===== src/verilog/spm_sched_map.svh =====
// register offsets, field layout, reset values and timing counts of the scheduler
`ifndef SPM_SCHED_MAP_SVH
`define SPM_SCHED_MAP_SVH
`define SPM_OFF_CTRL 8'h00
`define SPM_OFF_REF 8'h04
`define SPM_OFF_SLEEP 8'h08
`define SPM_OFF_A_ON 8'h0c
`define SPM_OFF_B_ON 8'h10
`define SPM_OFF_CHAN 8'h14
`define SPM_OFF_STAT 8'h18
`define SPM_CTRL_EN_BIT 2
`define SPM_CHAN_B_LSB 2
`define SPM_CHAN_DUAL_BIT 4
`define SPM_RST_MODE 2'h0
`define SPM_RST_REF 8'h01
`define SPM_RST_SLEEP 14'h0001
`define SPM_RST_A_ON 16'h0001
`define SPM_RST_B_ON 16'h0001
`define SPM_RST_CHAN 5'h05
`define SPM_MODE_CONST 2'h0
`define SPM_MODE_FFB 2'h1
`define SPM_MODE_MIX 2'h2
`define SPM_SM_DIV 64
`define SPM_PRE_LAST 6'h3f
`define SPM_REF_ZERO_LEN 9'h100
`define SPM_SLEEP_ZERO_LEN 15'h4000
`endif


===== src/verilog/spm_sched_pkg.sv =====
// types shared by the self polling scheduler and its bench
package spm_sched_pkg;
  typedef enum logic [5:0] {
    S_IDLE  = 6'h01,
    S_CONST = 6'h02,
    S_SRCH  = 6'h04,
    S_HOLD  = 6'h08,
    S_OFF   = 6'h10,
    S_RUN   = 6'h20
  } spm_state_e;

  // events from the synchronization and wake up detection logic
  typedef struct packed {
    logic sync_found;
    logic sync_timeout;
    logic wake_fail;
    logic wake_detect;
  } link_in_s;

  // receiver steering towards the same logic
  typedef struct packed {
    logic rx_on;
    logic cfg_b;
    logic [1:0] chan;
    logic chan_start;
    logic run_mode;
  } rx_ctl_s;
endpackage


===== src/verilog/spm_sched.sv =====
// self polling on/off scheduler with apb register file
`include "spm_sched_map.svh"
module spm_sched
  import spm_sched_pkg::*;
(
  input wire logic pclk, // 100 mhz bus clock
  input wire logic presetn, // async reset, active low
  input wire logic ce, // clock enable, freezes all state when low
  input wire logic psel, // apb select
  input wire logic penable, // apb access phase
  input wire logic pwrite, // apb direction
  input wire logic [7:0] paddr, // apb byte address
  input wire logic [31:0] pwdata, // apb write data
  output logic [31:0] prdata, // apb read data
  output logic pready, // apb ready
  output logic pslverr, // apb error, unmapped address
  input wire link_in_s link, // events from sync and wake up logic
  output rx_ctl_s ctl // receiver steering
);

  // whole block state in one struct: sequencer, timers, registers, bus answer
  // pre and ref_cnt form the timing base, on_cnt and off_cnt the phase timers
  // config fields keep their reset values until software writes them
  typedef struct packed {
    spm_state_e fsm;
    logic [5:0] pre;
    logic [7:0] ref_cnt;
    logic tick;
    logic [15:0] on_cnt;
    logic [14:0] off_cnt;
    logic [1:0] mode;
    logic en;
    logic [7:0] ref_val;
    logic [13:0] sleep;
    logic [15:0] a_on;
    logic [15:0] b_on;
    logic [4:0] chan_cfg;
    rx_ctl_s ctl;
    logic [31:0] prdata;
    logic pready;
    logic pslverr;
  } st_s;

  // reset image: scheduler parked in idle with the receiver off
  // config registers wake up with small legal counts, so a bare enable runs
  // the bus answer fields start low so no stray ready follows reset
  localparam st_s ST_RESET = '{
    fsm: S_IDLE,
    pre: 6'h00,
    ref_cnt: 8'h00,
    tick: 1'b0,
    on_cnt: 16'h0000,
    off_cnt: 15'h0000,
    mode: `SPM_RST_MODE,
    en: 1'b0,
    ref_val: `SPM_RST_REF,
    sleep: `SPM_RST_SLEEP,
    a_on: `SPM_RST_A_ON,
    b_on: `SPM_RST_B_ON,
    chan_cfg: `SPM_RST_CHAN,
    ctl: '0,
    prdata: 32'h00000000,
    pready: 1'b0,
    pslverr: 1'b0
  };

  st_s st_r;
  st_s st_nxt;

  // decoded configuration
  logic [8:0] ref_len;
  logic [1:0] a_last;
  logic [1:0] b_last;
  logic dual;
  logic mode_ffb;
  logic mode_mix;
  logic ffb_chan;
  logic expired;
  // step requests raised by the sequencer, acted on further down
  logic adv;
  logic finish;
  logic begin_p;
  // read data and address hit from the decode
  logic hit;
  logic [31:0] rdata;

  // decoded configuration; a zero channel count is taken as one channel
  // pure combinational helpers; nothing here holds state
  always_comb begin
    ref_len = (st_r.ref_val == 8'h00) ? `SPM_REF_ZERO_LEN : {1'b0, st_r.ref_val};
    // counts are channel totals; the walk compares against the last index
    a_last = (st_r.chan_cfg[1:0] == 2'h0) ? 2'h0 : st_r.chan_cfg[1:0] - 2'h1;
    b_last = (st_r.chan_cfg[3:2] == 2'h0) ? 2'h0 : st_r.chan_cfg[3:2] - 2'h1;
    dual = st_r.chan_cfg[`SPM_CHAN_DUAL_BIT];
    // code 11 is reserved and falls through to constant on/off
    mode_ffb = (st_r.mode == `SPM_MODE_FFB);
    mode_mix = (st_r.mode == `SPM_MODE_MIX);
    // in mixed mode only the b channels run the fast fall back way
    ffb_chan = mode_ffb || (mode_mix && st_r.ctl.cfg_b);
    // an on count of zero or one ends at the next tick, so zero acts as one
    expired = st_r.tick && (st_r.on_cnt <= 16'h0001);
  end

  // register read mux and address decode
  always_comb begin
    hit = 1'b1;
    rdata = 32'h00000000;
    // unmapped addresses answer with an error and zero data
    unique case (paddr)
      `SPM_OFF_CTRL: rdata = {29'h0, st_r.en, st_r.mode};
      `SPM_OFF_REF: rdata = {24'h0, st_r.ref_val};
      `SPM_OFF_SLEEP: rdata = {18'h0, st_r.sleep};
      `SPM_OFF_A_ON: rdata = {16'h0, st_r.a_on};
      `SPM_OFF_B_ON: rdata = {16'h0, st_r.b_on};
      `SPM_OFF_CHAN: rdata = {27'h0, st_r.chan_cfg};
      // state above the steering bits, bit 0 reads as zero
      `SPM_OFF_STAT: rdata = {19'h0, st_r.fsm, st_r.ctl, 1'b0};
      default: hit = 1'b0;
    endcase
  end

  // next state of the whole block
  always_comb begin
    st_nxt = st_r;
    // one-cycle strobes default low; every other field holds
    st_nxt.tick = 1'b0;
    st_nxt.ctl.chan_start = 1'b0;
    st_nxt.pready = 1'b0;
    st_nxt.pslverr = 1'b0;

    // step requests, raised by the sequencer below
    adv = 1'b0;
    finish = 1'b0;
    begin_p = 1'b0;

    // state machine clock is pclk/64, then the reference timer divides it
    // tick is a one-cycle strobe, so each phase timer moves once per period
    // a reference value of zero divides by 256
    // the prescaler free-runs whatever the state, so the tick never drifts
    if (st_r.pre == `SPM_PRE_LAST) begin
      st_nxt.pre = 6'h00;
      if ({1'b0, st_r.ref_cnt} + 9'h001 == ref_len) begin
        st_nxt.ref_cnt = 8'h00;
        st_nxt.tick = 1'b1;
      end else begin
        st_nxt.ref_cnt = st_r.ref_cnt + 8'h01;
      end
    end else begin
      st_nxt.pre = st_r.pre + 6'h01;
    end

    // schedule sequencing
    unique case (st_r.fsm)
      S_IDLE: begin
        // the first period may run short by up to one tick
        begin_p = st_r.en;
      end
      S_CONST: begin
        // the channel keeps its whole on time; of the link verdicts only a wake up detect ends it
        if (expired) begin
          adv = 1'b1;
        end else if (st_r.tick) begin
          st_nxt.on_cnt = st_r.on_cnt - 16'h0001;
        end
      end
      S_SRCH: begin
        // one on timer shared by every channel; expiry ends the phase mid-channel
        if (expired) begin
          finish = 1'b1;
        end else begin
          if (st_r.tick) begin
            st_nxt.on_cnt = st_r.on_cnt - 16'h0001;
          end
          // a failed criterion, or no sync by the timeout, drops the channel
          if (link.wake_fail) begin
            adv = 1'b1;
          end else if (link.sync_timeout && !link.sync_found) begin
            adv = 1'b1;
          end
        end
      end
      S_HOLD: begin
        // receiver already off; timer keeps running so the period holds
        if (expired) begin
          finish = 1'b1;
        end else if (st_r.tick) begin
          st_nxt.on_cnt = st_r.on_cnt - 16'h0001;
        end
      end
      S_OFF: begin
        // the off timer was loaded right after a tick, so its length is exact
        if (st_r.tick) begin
          if (st_r.off_cnt <= 15'h0001) begin
            begin_p = 1'b1;
          end else begin
            st_nxt.off_cnt = st_r.off_cnt - 15'h0001;
          end
        end
      end
      S_RUN: begin
        // receiver stays on until software clears the enable
        st_nxt.ctl.rx_on = 1'b1;
      end
    endcase

    // step to the next channel, a channels first then b
    // a switch to b reloads the b time except in pure fast fall back
    if (adv) begin
      if (!st_r.ctl.cfg_b && st_r.ctl.chan != a_last) begin
        st_nxt.ctl.chan = st_r.ctl.chan + 2'h1;
        st_nxt.ctl.chan_start = 1'b1;
        // fast fall back channels are not reloaded: the rest of the on time
        // carries over to the next channel
        if (!ffb_chan) begin
          st_nxt.on_cnt = st_r.a_on;
        end
      end else if (!st_r.ctl.cfg_b && dual) begin
        st_nxt.ctl.cfg_b = 1'b1;
        st_nxt.ctl.chan = 2'h0;
        st_nxt.ctl.chan_start = 1'b1;
        // pure fast fall back keeps the a timer; b on time unused there
        if (!mode_ffb) begin
          st_nxt.on_cnt = st_r.b_on;
        end
        st_nxt.fsm = (mode_ffb || mode_mix) ? S_SRCH : S_CONST;
      end else if (st_r.ctl.cfg_b && st_r.ctl.chan != b_last) begin
        st_nxt.ctl.chan = st_r.ctl.chan + 2'h1;
        st_nxt.ctl.chan_start = 1'b1;
        if (!ffb_chan) begin
          st_nxt.on_cnt = st_r.b_on;
        end
      end else if (st_r.fsm == S_CONST) begin
        finish = 1'b1;
      end else begin
        // last searched channel: receiver off, timer keeps the period
        st_nxt.fsm = S_HOLD;
        st_nxt.ctl.rx_on = 1'b0;
      end
    end

    // on phase over: sleep for the programmed count
    // a count of zero stands for the longest sleep
    if (finish) begin
      st_nxt.fsm = S_OFF;
      st_nxt.ctl.rx_on = 1'b0;
      st_nxt.off_cnt = (st_r.sleep == 14'h0000) ?
                       `SPM_SLEEP_ZERO_LEN : {1'b0, st_r.sleep};
    end

    // new master period, first a channel
    // pure fast fall back searches from the start; other modes time each a channel
    if (begin_p) begin
      st_nxt.fsm = mode_ffb ? S_SRCH : S_CONST;
      st_nxt.ctl.cfg_b = 1'b0;
      st_nxt.ctl.chan = 2'h0;
      st_nxt.ctl.chan_start = 1'b1;
      st_nxt.ctl.rx_on = 1'b1;
      st_nxt.on_cnt = st_r.a_on;
    end

    // wake up wins over any schedule step
    // channel and configuration stay frozen so software sees where it woke
    // hold and off ignore wake events, the receiver is off there
    if ((st_r.fsm == S_CONST || st_r.fsm == S_SRCH) && link.wake_detect) begin
      st_nxt.fsm = S_RUN;
      st_nxt.ctl.run_mode = 1'b1;
      st_nxt.ctl.rx_on = 1'b1;
      st_nxt.ctl.chan_start = 1'b0;
      st_nxt.ctl.chan = st_r.ctl.chan;
      st_nxt.ctl.cfg_b = st_r.ctl.cfg_b;
    end

    // disabling parks the scheduler with the receiver off
    // a later enable starts afresh from the first a channel
    if (!st_r.en) begin
      st_nxt.fsm = S_IDLE;
      st_nxt.ctl = '0;
    end

    // apb: data latched in setup, zero wait access
    // the answer is registered, so pready stands in the first access cycle
    if (psel && !penable) begin
      st_nxt.pready = 1'b1;
      st_nxt.pslverr = !hit;
      st_nxt.prdata = (pwrite || !hit) ? 32'h00000000 : rdata;
    end

    // writes land at the edge that sees pready high; high bits are dropped
    if (psel && penable && st_r.pready && pwrite && hit) begin
      unique case (paddr)
        `SPM_OFF_CTRL: begin
          st_nxt.mode = pwdata[1:0];
          st_nxt.en = pwdata[`SPM_CTRL_EN_BIT];
        end
        `SPM_OFF_REF: st_nxt.ref_val = pwdata[7:0];
        `SPM_OFF_SLEEP: st_nxt.sleep = pwdata[13:0];
        `SPM_OFF_A_ON: st_nxt.a_on = pwdata[15:0];
        `SPM_OFF_B_ON: st_nxt.b_on = pwdata[15:0];
        `SPM_OFF_CHAN: st_nxt.chan_cfg = pwdata[4:0];
        default: st_nxt.en = st_r.en; // status is read only
      endcase
    end
  end

  // single state register, frozen while ce is low
  // ce low stalls the bus answer too; a setup edge lost to ce low never gets pready, so the master hangs
  always_ff @(posedge pclk or negedge presetn) begin
    if (!presetn) begin
      st_r <= ST_RESET;
    end else if (ce) begin
      st_r <= st_nxt;
    end
  end

  // every output comes straight from the state register
  assign prdata = st_r.prdata;
  assign pready = st_r.pready;
  assign pslverr = st_r.pslverr;
  assign ctl = st_r.ctl;

endmodule // spm_sched


===== config.mk =====
export PLATFORM = sky130hd
export DESIGN_NAME = spm_sched
export DESIGN_NICKNAME = d
export VERILOG_FILES = /design/src/verilog/spm_sched_pkg.sv /design/src/verilog/spm_sched.sv
export VERILOG_INCLUDE_DIRS = /design/src /design/src/verilog
export SDC_FILE = /design/constraint.sdc
export NUM_CORES = 1
export LEC_CHECK = 0
export ABC_CLOCK_PERIOD_IN_PS = 3790
export BUFFER_PORTS_ARGS = -buffer_cell sky130_fd_sc_hd__clkbuf_2
export CAP_MARGIN = 20
export CORE_UTILIZATION = 64
export DETAILED_ROUTE_END_ITERATION = 16
export PLACE_DENSITY = 0.86
export SYNTH_ARGS = -nofsm -noshare
export SYNTH_HDL_FRONTEND = slang
export SYNTH_SLANG_ARGS = --single-unit

===== constraint.sdc =====
create_clock -name pclk -period 3.79 [get_ports pclk]
set_input_delay 0.5685 -clock pclk [delete_from_list [all_inputs] [get_ports pclk]]
set_output_delay 0.5685 -clock pclk [all_outputs]
set_load 0.02 [all_outputs]

==> results of run 1 <==
-- routing by layer --
metal | vias up | GRT usage [%] | wire [um] | share of wire, %
met3 | 83 | 8.44 | 2500 | 11
li1 | 3263 | - | - | -
met4 | 0 | 17.2 | 738 | 3.2
met5 | - | 0 | 0 | 0
met2 | 471 | 57.4 | 11000 | 47
met1 | 3615 | 48.8 | 9050 | 39
-- sequential cells by signal (all words and copies together) (netlist names) --
signal,count
st_r,113
prdata,16
pslverr,1
pready,1
ctl,6
dual,1
-- worst max-delay path, cell delays in order, from the launching register on --
cell and delay, ns:
dfrtp_1 0.45, inv_1 0.10, ha_1 0.24, nor2_1 0.10
and4b_1 0.54, nand3_2 0.26, or3_1 0.57, a21o_1 0.30
mux2_4 0.31
-- power breakdown --
| part | internal [mW] | total [mW] | switching, mW |
|---|---|---|---|
| clock network | 0.990 | 1.66 | 0.668 |
| logic | 0.116 | 0.297 | 0.181 |
| registers | 1.53 | 1.61 | 0.0775 |
-- cell families (layout without fill, tap and decap cells) --
family,count (synthesis),in the layout
other cells,1,16
compound gates,251,251
mux,77,77
fa+ha+maj,8,8
buf+inv,111,127
xor+xnor,29,29
flops,138,138
simple gates,262,262
-- path summary, 6_finish.rpt --
check,endpoint,cells past startpoint
setup / recovery,st_r[150],8
hold / removal,st_r[134],1
setup reg to reg,st_r[150],8
hold reg to reg,prdata[9],1
max in group asynchronous,st_r[40],2
min in group pclk,st_r[58],2
-- per-stage QoR --
stage | cell area [um2] | power (mW)
5_1_grt | 9240 | 3.67
6_report | 9240 | 3.57
4_1_cts | 9240 | 3.57
2_1_floorplan | 8540 | 1.82
3_5_place_dp | 8650 | 1.92
3_3_place_gp | 8650 | 1.91
-- final cells by class --
class / instances / area share, %
inverters: 20 / 0.813
repair buffers: 75 / 4.62
clock inverters: 13 / 1.56
clock buffers: 19 / 4.80
flip-flops and latches: 138 / 37.5
well taps: 172 / 2.33
multi-input cells: 643 / 48.4
-- cell usage in the layout (no fill, tap or decap), drive strengths merged, types with 6 or more instances in the layout --
cell type / netlist / final
nor4: 13 / 13
conb: 1 / 16
xor2: 13 / 13
nor2: 45 / 45
a211o: 6 / 6
o2bb2ai: 12 / 12
a222oi: 12 / 12
a21oi: 39 / 39
or3: 9 / 9
mux2: 65 / 65
nand4: 6 / 6
dfrtp: 131 / 131
nor2b: 13 / 13
dfstp: 7 / 7
nand2b: 15 / 15
nor3: 32 / 32
inv: 20 / 23
clkbuf: 30 / 75
buf: 61 / 19
mux2i: 11 / 11
a21o: 21 / 21
o211ai: 15 / 15
ha: 8 / 8
xnor2: 16 / 16
nor4b: 7 / 7
nand3: 11 / 11
a22oi: 13 / 13
o21ai: 51 / 51
o22ai: 14 / 14
a211oi: 8 / 8
nand2: 78 / 78
a31oi: 19 / 19
==> results.cfg, run 1 <==
[final_layout]
post-route-util_pct = 72.3
seq_area_um2 = 3460
drive_gt1_share_pct = 20.8
fill_cells = 869
finalNonFillerCells = 1080
nNetsFinal = 953
diodes = 0
multi_input_area_um2 = 4470
syn2layout_area_growth_pct = 8.86

[synth]
ys_types = 84
syn_area_um2 = 8480
synth_edf_count = 0
ys.flop_type = dfrtp_1
synth_cells = 877
netlist.top_cell.by_area = dfrtp_1
synth_seq_area_share_pct = 40.8
synth-compound-area-share_pct = 20.6
synthAdderAreaFrac_pct = 1.18
synthTopCellsByArea = dfrtp_1 (39%), mux2_2 (6.6%), buf_4 (3.5%)
synthArstFlopShare_pct = 100
synth-simple-area-share_pct = 16.9
synth_top_cell_area_share_pct = 38.6
synth-xor-area-share_pct = 2.99
ys_seq_elements = 138
yosys_warnings = 0
synth_top_family_by_area = compound AO/OA/AOI/OAI gates
yosysMostFrequentCell = dfrtp_1
synthMuxAreaShare_pct = 10.3
syn_area_per_cell_um2 = 9.67
synth_commonest_cells = dfrtp_1 (131), nand2_1 (77), mux2_2 (50)

[placed_design]
placedCellCount = 1048
place.gp.congestion = 0.910
portBuffers = 57
hpwlAfterDp_um = 15800
pre_cts_slack_ns = 0.657

[clock_network]
clock_path_buffers = 2
ctsResizeCount = 0
htree_levels = 4
cts_setup_buffers = 0
clock_latency_ns = 0.43
clkTransAtPathRegs_ns = 0.06
cts_made_buffers = 17
cts_root_buf = clkbuf_16
cts_tree = done
cts_hold_buffers = 0
clock-sinks = 138

[setup_path]
cp_data_required_time_ns = 4.10
crit_fanout = 13
r2r_start = st_r[117]
r2r_slack_ns = 0.81
arrival_ns = 3.29
cp-start-kind = flop
crit_start = st_r[117]
critical_path_class = reg2reg
endpoint_kind = flop

[run_status]
status = finished clean

[sta]
maxSlewViolCount = 0
layout_setup_ws_ns = 0.807
finalSetupViolCount = 0
fin_crit_sh_pct = 78.7
period_minus_slack_ns = 2.98
fmax_mhz = 335
hold_violations = 0
relSlewSlack_pct = 36.2
grt_setup_unrepaired = no
tightest_slew_ns = 0.953
skew_ns = 0.00623
setup_tns_ns = 0
holdWs_ns = 0.240

[floorplan]
pin_count = 90
die_y_um = 117
die_area_um2 = 13700
core_um2 = 12800
fp.dieW_um = 117
start_util_pct = 66.4
rows = 41

[routing]
wire_per_inst_um = 21.5
drtPass1Iterations = 8
route.detailed.drc = 0
wirelength_um = 23300
drt-vias-per-instance = 6.88
via_count = 7432
ant_nets = 0
drtIter0Drc = 856

[global_route]
grt_use_total_pct = 36.7
grt_pass1_vias = 7255
antenna_found_initial = 0
grt_overflow = 0
grt_max_degree = 98
grt_pass1_wl_um = 37700

[power_and_ir_drop]
ir_drop_v = 0.000349
cellPowerDensity_nw_per_um2 = 386
leakage_nw = 4.11

[job]
cap_viol_max_count = 0

[hold_path]
hp-class = in2async
Note: power is estimated with default switching activity, not from simulation.
==> run 2, diff against run 1 <==
--- a/config.mk
+++ b/config.mk
@@ -6,12 +6,12 @@
 export SDC_FILE = /design/constraint.sdc
 export NUM_CORES = 1
 export LEC_CHECK = 0
-export ABC_CLOCK_PERIOD_IN_PS = 3790
+export ABC_CLOCK_PERIOD_IN_PS = 2700
 export BUFFER_PORTS_ARGS = -buffer_cell sky130_fd_sc_hd__clkbuf_2
 export CAP_MARGIN = 20
-export CORE_UTILIZATION = 64
+export CORE_UTILIZATION = 54
 export DETAILED_ROUTE_END_ITERATION = 16
-export PLACE_DENSITY = 0.86
+export PLACE_DENSITY = 0.77
 export SYNTH_ARGS = -nofsm -noshare
 export SYNTH_HDL_FRONTEND = slang
 export SYNTH_SLANG_ARGS = --single-unit
==> constraint.sdc (replaced) <==
create_clock -name pclk -period 2.7 [get_ports pclk]
set_input_delay 0.405 -clock pclk [delete_from_list [all_inputs] [get_ports pclk]]
set_output_delay 0.405 -clock pclk [all_outputs]
set_load 0.02 [all_outputs]
==> results.cfg, run 2 (synthesis gave the netlist of run 1 again) <==
[power_and_ir_drop]
power_frac_seq_pct = 45.4
p_int_mw = 3.64
leakage_nw = 4.30
ir_drop_v = 0.000448
p_comb_share_pct = 9.6
pwr-share-clk_pct = 44.9
switching_power_mw = 1.29
p_sw_share_pct = 26.1
cellPowerDensity_nw_per_um2 = 511

[setup_path]
cpPeakStageDelay_ns = 0.66
crit_fanout = 5
cp_data_required_time_ns = 3.00
cp_slowest_cell = or4b_2
critPathBufInv = 1
endpoint_kind = flop
critical_path_class = reg2reg
r2r_slack_ns = 0.1
cp-start-kind = flop
arrival_ns = 2.90
worstPathCellList = inv_1 > ha_2 > or4b_2 > nor4_1 > mux2i_1 > a21oi_1 > a311oi_1 > a221oi_1
crit_family = simple AND/OR/NAND/NOR gates
r2r_cells = 8
rr_endpoint = st_r[131]
r2r_start = st_r[118]

[final_layout]
largest_reg_flops = 113
final_cell_mix = dfrtp_1 (131), nand2_1 (77), clkbuf_2 (56)
diodes = 0
top_register = st_r
drive_gt1_share_pct = 25.0
finalNonFillerCells = 1158
final_common_cell = dfrtp_1
nNetsFinal = 992
syn2layout_area_growth_pct = 13.6

[sta]
layout_setup_ws_ns = 0.0997
hold_violations = 0
finalSetupViolCount = 0
fin_crit_sh_pct = 96.3
grt_setup_unrepaired = no
skew_ns = 0.0128
holdWs_ns = 0.210
relSlewSlack_pct = 42.9
tightest_slew_ns = 0.850
maxSlewViolCount = 0
fmax_mhz = 385
period_minus_slack_ns = 2.60

[routing]
drtIter0Drc = 827
ant_nets = 0
via_count = 7339
drtPass1Iterations = 8
wirelength_um = 23300
drt-vias-per-instance = 6.34
route.detailed.drc = 0
wire_per_inst_um = 20.1

[clock_network]
cts_setup_buffers = 0
cts_made_buffers = 17
clock_path_buffers = 2
cts_tree = done
clkTransAtPathRegs_ns = 0.06
clock_latency_ns = 0.43
clock-sinks = 138
cts_root_buf = clkbuf_16
htree_levels = 4

[floorplan]
start_util_pct = 55.6
rows = 45
fp.dieW_um = 127
pin_count = 90
die_area_um2 = 16200
die_y_um = 127
core_um2 = 15300

[placed_design]
hpwlAfterDp_um = 16600
portBuffers = 57
placedCellCount = 1125
pre_cts_slack_ns = -0.102
place.gp.congestion = 0.954

[hold_path]
hold_depth = 2
min_from = pwdata[15]
min_to = st_r[60]
hp-class = in2reg

[global_route]
grt_pass1_vias = 7096
grt_pass1_wl_um = 37800
grt_use_total_pct = 30.3
grt_max_degree = 65
grt_overflow = 0
antenna_found_initial = 0

[run_status]
status = finished clean

[job]
cap_viol_max_count = 0
-- run 2: cell types whose count changed in the layout (fill, tap and decap cells not counted), sizes merged --
| cell | change |
|---|---|
| clkbuf | -1 |
| clkinv | +1 |
| clkinvlp | +1 |
| buf | +38 |
| dlygate4sd3 | +1 |
| bufinv | -1 |
-- run 2: per-layer routing --
metal	track usage, %	share of wire (%)	vias to the layer above
met5	0	0	-
met4	12.0	2.8	0
met3	7.33	8.9	52
met2	47.8	47	363
met1	40.3	41	3591
li1	-	-	3333
-- run 2: metrics by stage --
| step | power (mW) | setup TNS [ns] | utilization, % | cell area [um2] |
|---|---|---|---|---|
| 4_1_cts | 4.95 | 0 | 63.0 | 9610 |
| 2_1_floorplan | 2.55 | 0 | - | 8540 |
| 6_report | 4.92 | 0 | 63.2 | 9640 |
| 5_1_grt | 5.12 | 0 | 63.2 | 9640 |
| 3_3_place_gp | 2.72 | 0 | 59.2 | 9030 |
| 3_5_place_dp | 2.74 | -0.102 | 59.2 | 9030 |
-- run 2: cell type report --
class | instances | area [um2]
clock buffers | 18 | 439
fillers | 1223 | 5620
inverters | 20 | 75.1
repair buffers | 114 | 772
flip-flops and latches | 138 | 3460
clock inverters | 14 | 123
multi-input cells | 643 | 4500
well taps | 211 | 264
-- run 2: what timing repair did --
action	in CTS	in global routing
endpoints found under the setup margin	1	26
gates resized for setup	2	10
pin swaps	0	1
endpoints found under the hold margin	45	0
hold buffers	1	0
-- run 2: worst max path at each step --
stage / end / cells past startpoint / startpoint
2_1_floorplan: st_r[67] / 8 / paddr[1]
3_3_place_gp: st_r[120] / 11 / st_r[117]
3_5_place_dp: st_r[120] / 11 / st_r[117]
4_1_cts: st_r[124] / 10 / st_r[117]
5_1_grt: st_r[131] / 8 / st_r[118]
6_report: st_r[131] / 8 / st_r[118]
-- run 2: power groups by stage --
stage               Clock (mW)  Combinational [mW]  Sequential [mW]
global placement             0               0.453             2.27
global route              2.34               0.528             2.25
floorplan                    0               0.290             2.26
detailed placement           0               0.466             2.27
CTS                       2.24               0.470             2.23
finish                    2.21               0.475             2.24
